## config.mk

```make
export PLATFORM = sky130hd
export DESIGN_NAME = ifeb_bank
export DESIGN_NICKNAME = d
export VERILOG_FILES = /design/src/design/ifeb_pkg.sv /design/src/design/ifeb_bank.sv
export SDC_FILE = /design/constraint.sdc
export NUM_CORES = 1
export LEC_CHECK = 0
export BUFFER_PORTS_ARGS = -buffer_cell sky130_fd_sc_hd__buf_4
export CAP_MARGIN = 30
export CORE_MARGIN = 2
export CORE_UTILIZATION = 45
export DETAILED_ROUTE_END_ITERATION = 6
export PLACE_DENSITY = 0.75
export SETUP_SLACK_MARGIN = 0.4
export SLEW_MARGIN = 0
export SYNTH_ARGS = -nofsm -noshare
export SYNTH_HDL_FRONTEND = slang
export SYNTH_SLANG_ARGS = --single-unit
```

## constraint.sdc

```tcl
create_clock -name aclk -period 5.2 [get_ports aclk]
set_input_delay 0.26 -clock aclk [delete_from_list [all_inputs] [get_ports aclk]]
set_output_delay 0.26 -clock aclk [all_outputs]
set_load 0.01 [all_outputs]
```

## src/design/ifeb_pkg.sv

```systemverilog
// shared constants and carrier types of the interrupt flag and enable bank
package ifeb_pkg;

  // ---------------------------------------------------------------
  // register byte offsets
  // ---------------------------------------------------------------
  localparam logic [7:0] OFF_PRIMARY_CTRL_1 = 8'h00;
  localparam logic [7:0] OFF_PRIMARY_CTRL_2 = 8'h04;
  localparam logic [7:0] OFF_MULTI_FUNC_0 = 8'h08;
  localparam logic [7:0] OFF_MULTI_FUNC_1 = 8'h0c;
  localparam logic [7:0] OFF_EVENT_STATUS = 8'h10;
  localparam logic [7:0] OFF_EVENT_MASK = 8'h14;

  // ---------------------------------------------------------------
  // register decode selectors
  // ---------------------------------------------------------------
  localparam logic [2:0] SEL_CTRL_1 = 3'h0;
  localparam logic [2:0] SEL_CTRL_2 = 3'h1;
  localparam logic [2:0] SEL_MFI_0 = 3'h2;
  localparam logic [2:0] SEL_MFI_1 = 3'h3;
  localparam logic [2:0] SEL_STATUS = 3'h4;
  localparam logic [2:0] SEL_MASK = 3'h5;
  localparam logic [2:0] SEL_NONE = 3'h7;

  // ---------------------------------------------------------------
  // field layout: flags in the high nibble, enables in the low nibble
  // ---------------------------------------------------------------
  localparam int FLAG_LSB = 4;
  localparam int NIBBLE_W = 4;
  localparam int STD_PAIR_W = 2;
  localparam logic [7:0] RESET_BYTE = 8'h00;
  localparam logic [1:0] MULTI_FUNC_IRQ_CTRL_0_UNUSED = 2'h0;

  // primary vector index (bit position in the primary flag vector)
  localparam int PV_TIMEBASE0 = 7;
  localparam int PV_CONVERTER = 6;
  localparam int PV_GROUP2 = 5;
  localparam int PV_GROUP1 = 4;
  localparam int PV_ASYNC_SERIAL = 3;
  localparam int PV_SERIAL_MODULE = 2;
  localparam int PV_EXT_PIN1 = 1;
  localparam int PV_TIMEBASE1 = 0;

  // timer flag vector: [5:2] compact/periodic, [1:0] standard timer
  localparam int TF_W = 6;
  localparam int TF_STD_LSB = 0;
  localparam int TF_MF1_LSB = 2;

  // AXI4-Lite responses
  localparam logic [1:0] RESP_OKAY = 2'h0;
  localparam logic [1:0] RESP_SLVERR = 2'h2;

  // ---------------------------------------------------------------
  // carriers
  // ---------------------------------------------------------------
  typedef struct packed {
    logic timebase0;
    logic converter;
    logic async_serial;
    logic serial_module;
    logic ext_pin1;
    logic timebase1;
  } ifeb_src_evt_t;

  typedef struct packed {
    logic compact_a;
    logic compact_p;
    logic periodic_a;
    logic periodic_p;
    logic std_a;
    logic std_p;
  } ifeb_tmr_evt_t;

  typedef struct packed {
    logic valid;
    logic [2:0] id;
  } ifeb_vec_req_t;

endpackage

```

## src/design/ifeb_bank.sv

```systemverilog
// interrupt request flag and enable bank with an AXI4-Lite register slave
//
// Chosen here: the AXI4-Lite register port and the placing of the registers.
`timescale 1ns/1ns
//
// Notes on behaviour
// - time base 0 flag at first register bit 7
// - converter flag at first register bit 6
// - group 2, group 1 flags at bits 5, 4
// - four enables at first register bits 3..0
// - async serial flag bit 7, enable bit 3
// - serial module flag bit 6, enable bit 2
// - external pin 1 flag bit 5, enable bit 1
// - time base 1 flag bit 4, enable bit 0
// - standard timer A, P flags at bits 5, 4
// - standard timer A, P enables at bits 1, 0
// - unused multi-function 0 bits read zero
// - compact and periodic timer flags bits 7..4
// - compact and periodic timer enables bits 3..0
// - flag, enable and global enable request vector
// - any grouped flag rising sets group flag
// - servicing clears group flag and global enable
module ifeb_bank #(
  parameter int ADDR_W = 8
) (
  input wire logic aclk,
  input wire logic aresetn,
  // AXI4-Lite slave
  input wire logic [ADDR_W-1:0] s_axi_awaddr,
  input wire logic s_axi_awvalid,
  output logic s_axi_awready,
  input wire logic [31:0] s_axi_wdata,
  input wire logic [3:0] s_axi_wstrb,
  input wire logic s_axi_wvalid,
  output logic s_axi_wready,
  output logic [1:0] s_axi_bresp,
  output logic s_axi_bvalid,
  input wire logic s_axi_bready,
  input wire logic [ADDR_W-1:0] s_axi_araddr,
  input wire logic s_axi_arvalid,
  output logic s_axi_arready,
  output logic [31:0] s_axi_rdata,
  output logic [1:0] s_axi_rresp,
  output logic s_axi_rvalid,
  input wire logic s_axi_rready,
  // source events, one-cycle pulses
  input wire ifeb_pkg::ifeb_src_evt_t src_evt,
  input wire ifeb_pkg::ifeb_tmr_evt_t tmr_evt,
  // core side
  input wire logic global_irq_enable,
  input wire logic service_ack,
  input wire logic [2:0] service_id,
  output ifeb_pkg::ifeb_vec_req_t vec_req,
  output logic global_enable_clear,
  output logic irq
);

  // ---------------------------------------------------------------
  // elaboration checks
  // ---------------------------------------------------------------
  if (ADDR_W < 5 || ADDR_W > 32) begin : g_bad_addr_w
    $error("ifeb_bank: ADDR_W must lie in 5..32");
  end

  // ---------------------------------------------------------------
  // functions
  // ---------------------------------------------------------------
  // address to register selector, shared by both bus paths
  function automatic logic [2:0] ifeb_decode(input logic [ADDR_W-1:0] a);
    logic [7:0] lo;
    logic hi_zero;
    lo = 8'(a); // widens a narrow bus with zeros, cuts a wide one on purpose
    hi_zero = (a >> 8) == '0;
    if (!hi_zero) begin
      return ifeb_pkg::SEL_NONE;
    end
    case (lo)
      ifeb_pkg::OFF_PRIMARY_CTRL_1: return ifeb_pkg::SEL_CTRL_1;
      ifeb_pkg::OFF_PRIMARY_CTRL_2: return ifeb_pkg::SEL_CTRL_2;
      ifeb_pkg::OFF_MULTI_FUNC_0: return ifeb_pkg::SEL_MFI_0;
      ifeb_pkg::OFF_MULTI_FUNC_1: return ifeb_pkg::SEL_MFI_1;
      ifeb_pkg::OFF_EVENT_STATUS: return ifeb_pkg::SEL_STATUS;
      ifeb_pkg::OFF_EVENT_MASK: return ifeb_pkg::SEL_MASK;
      default: return ifeb_pkg::SEL_NONE;
    endcase
  endfunction

  // highest set bit wins; bit 7 is the highest priority vector
  function automatic logic [3:0] ifeb_pick(input logic [7:0] v);
    logic [3:0] r;
    r = 4'h0;
    for (int i = 0; i < 8; i++) begin
      if (v[i]) begin
        r = {1'b1, i[2:0]};
      end
    end
    return r;
  endfunction

  // ---------------------------------------------------------------
  // state
  // ---------------------------------------------------------------
  logic [7:0] pflag_r;
  logic [7:0] pflag_nxt;
  logic [7:0] pen_r;
  logic [ifeb_pkg::TF_W-1:0] tflag_r;
  logic [ifeb_pkg::TF_W-1:0] tflag_nxt;
  logic [ifeb_pkg::TF_W-1:0] ten_r;
  logic [7:0] evt_status_r;
  logic [7:0] evt_status_nxt;
  logic [7:0] evt_mask_r;

  logic aw_held_r;
  logic w_held_r;
  logic [2:0] wsel_r;
  logic [7:0] wbyte_r;
  logic wbyte_en_r;
  logic wr_fire;
  logic [2:0] rsel;
  logic rd_fire;
  logic [7:0] rbyte;
  logic [3:0] pick;

  assign wr_fire = aw_held_r && w_held_r && !s_axi_bvalid;
  assign rd_fire = s_axi_arvalid && s_axi_arready;
  assign rsel = ifeb_decode(s_axi_araddr);

  // ---------------------------------------------------------------
  // write address and data capture
  // ---------------------------------------------------------------
  // address and data are taken independently, in either order
  always_ff @(posedge aclk) begin
    if (!aresetn) begin
      aw_held_r <= 1'b0;
      wsel_r <= ifeb_pkg::SEL_NONE;
      s_axi_awready <= 1'b0;
    end else begin
      s_axi_awready <= !aw_held_r && !(s_axi_awvalid && s_axi_awready) || wr_fire;
      if (s_axi_awvalid && s_axi_awready) begin
        aw_held_r <= 1'b1;
        wsel_r <= ifeb_decode(s_axi_awaddr);
      end else if (wr_fire) begin
        aw_held_r <= 1'b0;
      end
    end
  end

  always_ff @(posedge aclk) begin
    if (!aresetn) begin
      w_held_r <= 1'b0;
      wbyte_r <= ifeb_pkg::RESET_BYTE;
      wbyte_en_r <= 1'b0;
      s_axi_wready <= 1'b0;
    end else begin
      s_axi_wready <= !w_held_r && !(s_axi_wvalid && s_axi_wready) || wr_fire;
      if (s_axi_wvalid && s_axi_wready) begin
        w_held_r <= 1'b1;
        wbyte_r <= s_axi_wdata[7:0];
        wbyte_en_r <= s_axi_wstrb[0]; // registers live in byte lane 0 only
      end else if (wr_fire) begin
        w_held_r <= 1'b0;
      end
    end
  end

  // write response, one cycle after both halves are held
  always_ff @(posedge aclk) begin
    if (!aresetn) begin
      s_axi_bvalid <= 1'b0;
      s_axi_bresp <= ifeb_pkg::RESP_OKAY;
    end else if (wr_fire) begin
      s_axi_bvalid <= 1'b1;
      s_axi_bresp <= (wsel_r == ifeb_pkg::SEL_NONE) ? ifeb_pkg::RESP_SLVERR :
                     ifeb_pkg::RESP_OKAY;
    end else if (s_axi_bready) begin
      s_axi_bvalid <= 1'b0;
    end
  end

  // ---------------------------------------------------------------
  // read path
  // ---------------------------------------------------------------
  // read data mux; upper bits of the word read zero
  always_comb begin
    rbyte = ifeb_pkg::RESET_BYTE;
    case (rsel)
      ifeb_pkg::SEL_CTRL_1: begin
        rbyte = {pflag_r[7:4], pen_r[7:4]};
      end
      ifeb_pkg::SEL_CTRL_2: begin
        rbyte = {pflag_r[3:0], pen_r[3:0]};
      end
      ifeb_pkg::SEL_MFI_0: begin
        rbyte = {ifeb_pkg::MULTI_FUNC_IRQ_CTRL_0_UNUSED, tflag_r[1:0],
                 ifeb_pkg::MULTI_FUNC_IRQ_CTRL_0_UNUSED, ten_r[1:0]};
      end
      ifeb_pkg::SEL_MFI_1: begin
        rbyte = {tflag_r[5:2], ten_r[5:2]};
      end
      ifeb_pkg::SEL_STATUS: rbyte = evt_status_r;
      ifeb_pkg::SEL_MASK: rbyte = evt_mask_r;
      default: rbyte = ifeb_pkg::RESET_BYTE;
    endcase
  end

  // one read in flight; arready drops until the data is taken
  always_ff @(posedge aclk) begin
    if (!aresetn) begin
      s_axi_arready <= 1'b0;
      s_axi_rvalid <= 1'b0;
      s_axi_rdata <= 32'h0000_0000;
      s_axi_rresp <= ifeb_pkg::RESP_OKAY;
    end else begin
      if (rd_fire) begin
        s_axi_arready <= 1'b0;
        s_axi_rvalid <= 1'b1;
        s_axi_rdata <= {24'h00_0000, rbyte};
        s_axi_rresp <= (rsel == ifeb_pkg::SEL_NONE) ? ifeb_pkg::RESP_SLVERR :
                       ifeb_pkg::RESP_OKAY;
      end else if (s_axi_rvalid && s_axi_rready) begin
        s_axi_rvalid <= 1'b0;
        s_axi_arready <= 1'b1;
      end else if (!s_axi_rvalid) begin
        s_axi_arready <= 1'b1;
      end
    end
  end

  // ---------------------------------------------------------------
  // flag next state
  // ---------------------------------------------------------------
  // order: software write, then service clear, then hardware set;
  // a set arriving with a clear in the same cycle is never lost
  always_comb begin
    logic [7:0] sub_rise;
    logic grp1_set;
    logic grp2_set;
    sub_rise = 8'h00;
    grp1_set = 1'b0;
    grp2_set = 1'b0;
    tflag_nxt = tflag_r;
    if (wr_fire && wbyte_en_r && wsel_r == ifeb_pkg::SEL_MFI_0) begin
      tflag_nxt[1:0] = wbyte_r[5:4];
    end
    if (wr_fire && wbyte_en_r && wsel_r == ifeb_pkg::SEL_MFI_1) begin
      tflag_nxt[5:2] = wbyte_r[7:4];
    end
    tflag_nxt = tflag_nxt | {tmr_evt.compact_a, tmr_evt.compact_p, tmr_evt.periodic_a,
                             tmr_evt.periodic_p, tmr_evt.std_a, tmr_evt.std_p};
    // group flag follows any grouped flag that rises, however it rose
    grp1_set = |(tflag_nxt[1:0] & ~tflag_r[1:0]);
    grp2_set = |(tflag_nxt[5:2] & ~tflag_r[5:2]);
    pflag_nxt = pflag_r;
    if (wr_fire && wbyte_en_r && wsel_r == ifeb_pkg::SEL_CTRL_1) begin
      pflag_nxt[7:4] = wbyte_r[7:4];
    end
    if (wr_fire && wbyte_en_r && wsel_r == ifeb_pkg::SEL_CTRL_2) begin
      pflag_nxt[3:0] = wbyte_r[7:4];
    end
    if (service_ack) begin
      pflag_nxt[service_id] = 1'b0;
    end
    sub_rise[ifeb_pkg::PV_TIMEBASE0] = src_evt.timebase0;
    sub_rise[ifeb_pkg::PV_CONVERTER] = src_evt.converter;
    sub_rise[ifeb_pkg::PV_GROUP2] = grp2_set;
    sub_rise[ifeb_pkg::PV_GROUP1] = grp1_set;
    sub_rise[ifeb_pkg::PV_ASYNC_SERIAL] = src_evt.async_serial;
    sub_rise[ifeb_pkg::PV_SERIAL_MODULE] = src_evt.serial_module;
    sub_rise[ifeb_pkg::PV_EXT_PIN1] = src_evt.ext_pin1;
    sub_rise[ifeb_pkg::PV_TIMEBASE1] = src_evt.timebase1;
    pflag_nxt = pflag_nxt | sub_rise;
    // sticky event status: read clears, a new event wins
    evt_status_nxt = evt_status_r;
    if (rd_fire && rsel == ifeb_pkg::SEL_STATUS) begin
      evt_status_nxt = 8'h00;
    end
    evt_status_nxt = evt_status_nxt | (pflag_nxt & ~pflag_r);
  end

  // ---------------------------------------------------------------
  // flag registers
  // ---------------------------------------------------------------
  always_ff @(posedge aclk) begin
    if (!aresetn) begin
      pflag_r <= ifeb_pkg::RESET_BYTE;
      tflag_r <= '0;
    end else begin
      pflag_r <= pflag_nxt;
      tflag_r <= tflag_nxt;
    end
  end

  // ---------------------------------------------------------------
  // enable registers
  // ---------------------------------------------------------------
  always_ff @(posedge aclk) begin
    if (!aresetn) begin
      pen_r <= ifeb_pkg::RESET_BYTE;
      ten_r <= '0;
    end else if (wr_fire && wbyte_en_r) begin
      case (wsel_r)
        ifeb_pkg::SEL_CTRL_1: pen_r[7:4] <= wbyte_r[3:0];
        ifeb_pkg::SEL_CTRL_2: pen_r[3:0] <= wbyte_r[3:0];
        ifeb_pkg::SEL_MFI_0: ten_r[1:0] <= wbyte_r[1:0];
        ifeb_pkg::SEL_MFI_1: ten_r[5:2] <= wbyte_r[3:0];
        default: ;
      endcase
    end
  end

  // ---------------------------------------------------------------
  // event status, mask and interrupt line
  // ---------------------------------------------------------------
  always_ff @(posedge aclk) begin
    if (!aresetn) begin
      evt_status_r <= ifeb_pkg::RESET_BYTE;
      evt_mask_r <= ifeb_pkg::RESET_BYTE;
      irq <= 1'b0;
    end else begin
      evt_status_r <= evt_status_nxt;
      if (wr_fire && wbyte_en_r && wsel_r == ifeb_pkg::SEL_MASK) begin
        evt_mask_r <= wbyte_r;
      end
      irq <= |(evt_status_r & evt_mask_r); // one cycle behind the status bits
    end
  end

  // ---------------------------------------------------------------
  // vector request and global enable clear
  // ---------------------------------------------------------------
  // flags stay set while disabled; only the request is withheld
  assign pick = ifeb_pick(pflag_r & pen_r);

  always_ff @(posedge aclk) begin
    if (!aresetn) begin
      vec_req <= '0;
      global_enable_clear <= 1'b0;
    end else begin
      vec_req.valid <= pick[3] && global_irq_enable && !service_ack;
      vec_req.id <= pick[2:0];
      global_enable_clear <= service_ack;
    end
  end

endmodule

```

## After elaboration in Yosys (flattened, before gate mapping)

Cells that the tools add are included.

| storage, ports and cells | value |
|---|---|
| input port bits | 76 |
| register bits after elaboration | 81 |
| memories kept | 0 |
| memory bits (read-only) | 0 |
| bits in latches | 0 |
| logic and storage cells | 138 |
| bits in writable memories | 0 |
| output and inout bits | 47 |

| operators by class | value |
|---|---|
| bitwise operators | 14 |
| add/subtract/negate cells | 0 |
| divide/modulo/power cells | 0 |
| multiplexer cells | 33 |
| reductions and logical operators | 42 |
| $lt $le $gt $ge | 2 |
| $mul | 0 |
| shift operators | 0 |
| eq/ne operators | 22 |

Operators by type and width:

| cell | number |
|---|---|
| $pmux W8 S6 | 1 |
| $mux W4 | 11 |
| $pmux W3 S6 | 2 |
| $and A8 B8 Y8 | 4 |
| $eq A8 B4 Y1 const B | 4 |
| $eq A8 B5 Y1 const B | 4 |
| $logic_and A1 B1 Y1 | 18 |
| $eq A8 B3 Y1 const B | 2 |
| $logic_not A8 Y1 | 2 |
| $mux W8 | 2 |
| $not A8 Y8 | 2 |
| $or A8 B8 Y8 | 2 |
| $eq A3 B3 Y1 const B | 5 |
| $eq A3 B2 Y1 const B | 4 |
| $mux W1 | 12 |
| $reduce_and A2 Y1 | 4 |
| $reduce_bool A2 Y1 | 4 |
| $reduce_or A8 Y1 | 1 |
| $eq A3 B1 Y1 const B | 2 |
| $logic_not A1 Y1 | 6 |
| $logic_not A3 Y1 | 2 |
| $mux W2 | 3 |
| $or A6 B6 Y6 | 1 |
| $and A4 B4 Y4 | 1 |
| 12 further kinds | 14 |

## Longest topological paths before layout

| logic depth | value |
|---|---|
| depth after elaboration | 11 |
| mapped depth | 7 |
| gate-level depth less buffers | 7 |

## Worst setup path before layout

No wires, ideal clock.

| timing | value |
|---|---|
| path type | in2reg |
| start point | in s_axi_araddr[4] |
| end point | reg evt_status_r[5] |
| data arrival time | 1.914 ns |
| data required time | 5.083 ns |
| buffers on the path | 0 |
| setup time | 0.117 ns |
| stages | 6 |
| path slack | 3.168 ns |
| cells stage by stage | nor4_1 -> nand3_1 -> ha_1 -> nand4b_2 -> o31a_1 -> a32o_1 |

| between the ends | value |
|---|---|
| longest elaborated chain between the ends | 6 |
| elaborated cells on any way between the ends | 11 |
| those cells by class | eq/ne: 6; mux: 2; bitwise: 1; reduce/logical: 2 |

Ends and longest elaborated chain:

| item | line | RTL |
|---|---|---|
| from (decl) | ifeb_bank.sv:39 | `input wire logic [ADDR_W-1:0] s_axi_araddr,` |
| $eq A8 B5 Y1 (tied with other cells) | ifeb_bank.sv:77 | `case (lo)` |
| $pmux W3 S6 (*) | ifeb_bank.sv:77 |  |
| $eq A3 B3 Y1 (*) | ifeb_bank.sv:274 | `if (rd_fire && rsel == ifeb_pkg::SEL_STATUS) begin` |
| $logic_and A1 B1 Y1 (*) | ifeb_bank.sv:274 |  |
| $mux W8 (*) | ifeb_bank.sv:274 |  |
| $or A8 B8 Y8 (*) | ifeb_bank.sv:277 | `evt_status_nxt = evt_status_nxt \| (pflag_nxt & ~pflag_r);` |
| to (signal assigned) | ifeb_bank.sv:316 | `evt_status_r <= ifeb_pkg::RESET_BYTE;` |
| to (signal assigned) | ifeb_bank.sv:320 | `evt_status_r <= evt_status_nxt;` |
| to (decl) | ifeb_bank.sv:109 | `logic [7:0] evt_status_r;` |

Every way passes the cells marked *; elsewhere a longest branch is shown, timed or not.
A chain may end at the register's enable or synchronous reset.

## Worst setup path after layout

| timing | value |
|---|---|
| start point | in s_axi_araddr[4] |
| end point | reg evt_status_r[4] |

Same word-level chain as after synthesis.

==> run summary <==
most common cell in the synthesized netlist = dfxtp_1
Cells after Synth = 445
power density cells = 270 nW/µm²
min cycle time layout = 2.15 ns
CP max stage delay = 0.50 ns
number of synthesized flops with an enable pin = 0
initial DRC count = 261
first-pass GRT wire length = 15200 µm
DP Wirelength = 7300 µm
Max Fclk = 465 MHz
worst hold slack = 0.115 ns
Yosys Warn Count = 0
DIE AREA = 9290 µm²
largest net degree at the start of global routing = 66
maximum VDD drop = 0.000184 V
hold crit path type = input port to flip-flop
CP bufs+invs = 1
critical path start-end classification = input port to flip-flop
GR Util All Layers = 21.5%
first drt pass iteration count = 5
CP required = 5.41 ns
nets = 585
GRT overflow = 0
drt wl/cell = 15.7 µm
# DRC = 0
chip width = 96.4 µm
share of cells above drive strength 1 = 22.3%
Top delay family on crit path = simple AND/OR/NAND/NOR gates
core area = 8260 µm²
Tcrit/Tclk final = 41.4%
cts bufs inserted = 9
Clock transition at path regs = 0.08 ns
Post-Route Skew = 0.00385 ns
gpl congestion = 0.918
Filler Cell Count = 787
total number of vias = 3445
n_diodes = 0
Critical Path AT = 2.36 ns
MaxCap Viol Count = 0
Clock Root Buffer = clkbuf_8
CTS H-tree lvls = 3
TNS Setup = 0 ns
Clk Latency, worst-skew pair = 0.35 ns
cell count after placement = 602
RSZ-0062 raised after global routing = no
CP Launch Type = input port
initial antenna violation count = 0
fraction of registers with async set/reset = 0%
Post-Syn Area = 3840 µm²
Yosys cell types = 51
drt via density = 5.58
sequential element share of the synthesized area = 41.2%
Final Hold Vio Count = 0
commonest cells in the synthesized netlist = dfxtp_1 (79), nand2_1 (59), a21oi_1 (36), nor2_1 (36), mux2i_1 (31)
CP Cell Sequence = buf_4, nor4_1, nand3_1, ha_1, nand4b_2, o31a_1, nand2_1, o31ai_1
CTS tree = done
synth top area cells = dfxtp_1 (41%), mux2i_1 (8.1%), nand2_1 (5.8%)
Die H = 96.4 µm
worst slew pin tran = 0.900 ns
clk buf depth = 2
post-synth top area cell = dfxtp_1
Pleak = 1.89 nW
outcome = finished clean
synthesized area per cell = 8.63 µm²
drt total wl = 9710 µm
vias in the first global route = 3180
Critical Path End Type = flip-flop
Clock Sinks = 79
row count = 33
final cell count without fillers = 617
Post-CTS Hold Buffers = 0
Setup violations, final = 0
crit-path max FO = 9
Synth top area share = 41.2%
synthesis-stage register bit count = 79
I/O Pins = 123
Synth Flop Type = dfxtp_1
IO Port Bufs = 69
initial core utilization = 46.5%
setup bufs post-CTS = 0
Slew HR = 39.5%
PostCTS Resize Cnt = 0
antenna viol nets, final = 0
P&R area growth vs syn = 17.2%
Pins Over Slew Limit = 0
slowest cell on the critical path = o31a_1
## routing by layer
metal	vias to the layer above	part of all wire (%)	track usage, %
li1	1673	-	-
met1	1631	45	27.6
met2	123	47	34.9
met3	18	6.3	4.58
met4	0	2.2	9.62
met5	-	0	0
## final timing paths
kind / from / endpoint / slack (ns) / cells past startpoint
max: s_axi_araddr[4] / evt_status_r[4]$_SDFF_PN0_ / 3.05 / 8
min: service_ack / vec_req[3]$_SDFF_PN0_ / 0.12 / 2
max reg2reg: s_axi_bvalid$_SDFFE_PN0P_ / pflag_r[0]$_SDFF_PN0_ / 3.17 / 5
min reg2reg: s_axi_bresp[1]$_SDFFE_PN0P_ / s_axi_bresp[1]$_SDFFE_PN0P_ / 0.46 / 2
## layout by cell type (no fill, tap or decap), types with 10 or more instances in the layout
cell type	synthesis	routed
mux2i_1	31	31
o21ai_0	18	18
a21oi_1	36	36
dfxtp_1	79	79
buf_4	26	71
a22oi_1	14	14
nand3_1	10	10
nor2_1	36	36
conb_1	1	26
nand2_1	59	59
inv_1	22	21
## power by group
| group | total [W] | switching, W | internal (W) | leakage (nW) |
|---|---|---|---|---|
| logic | 0.000130 | 0.0000709 | 0.0000590 | 1.15 |
| clock network | 0.000428 | 0.000212 | 0.000216 | 0.0957 |
| registers | 0.000656 | 0.0000278 | 0.000628 | 0.646 |
## layout make-up
type	count	area [µm²]	area share, %
inverters	22	82.6	1.83
clock buffers	10	128	2.83
repair buffers	71	533	11.8
well taps	105	131	2.92
flip-flops and latches	79	1580	35.1
clock inverters	5	50.0	1.11
multi-input cells	325	2000	44.3
## registers in the layout, summed over array words and instances (netlist names), 3 cells and up
| register | flops |
|---|---|
| evt_mask_r | 8 |
| tflag_r | 6 |
| pflag_r | 8 |
| ten_r | 6 |
| vec_req | 4 |
| evt_status_r | 8 |
| wsel_r | 3 |
| pen_r | 8 |
| s_axi_rdata | 8 |
| wbyte_r | 8 |
## metrics by stage
stage / area, µm² / total power, W / worst slack, ns / util [%]
floorplan: 3940 / 0.000750 / 3.17 / -
global placement: 4320 / 0.000793 / 2.75 / 52.4
detailed placement: 4320 / 0.000798 / 2.70 / 52.4
CTS: 4500 / 0.00122 / 3.07 / 54.5
global route: 4500 / 0.00126 / 2.83 / 54.5
finish: 4500 / 0.00121 / 3.05 / 54.5
## cell families after synthesis
logic type | Yosys count | synth area share (%)
other | 1 | 0.0976
buffers and inverters | 66 | 9.32
AND/OR/NAND/NOR | 139 | 17.5
multiplexers | 36 | 10.0
AO/OA/AOI/OAI | 123 | 21.5
adder cells (fa/ha/maj) | 1 | 0.326
flip-flops | 79 | 41.2
Power figures use the tool's default switching activity.
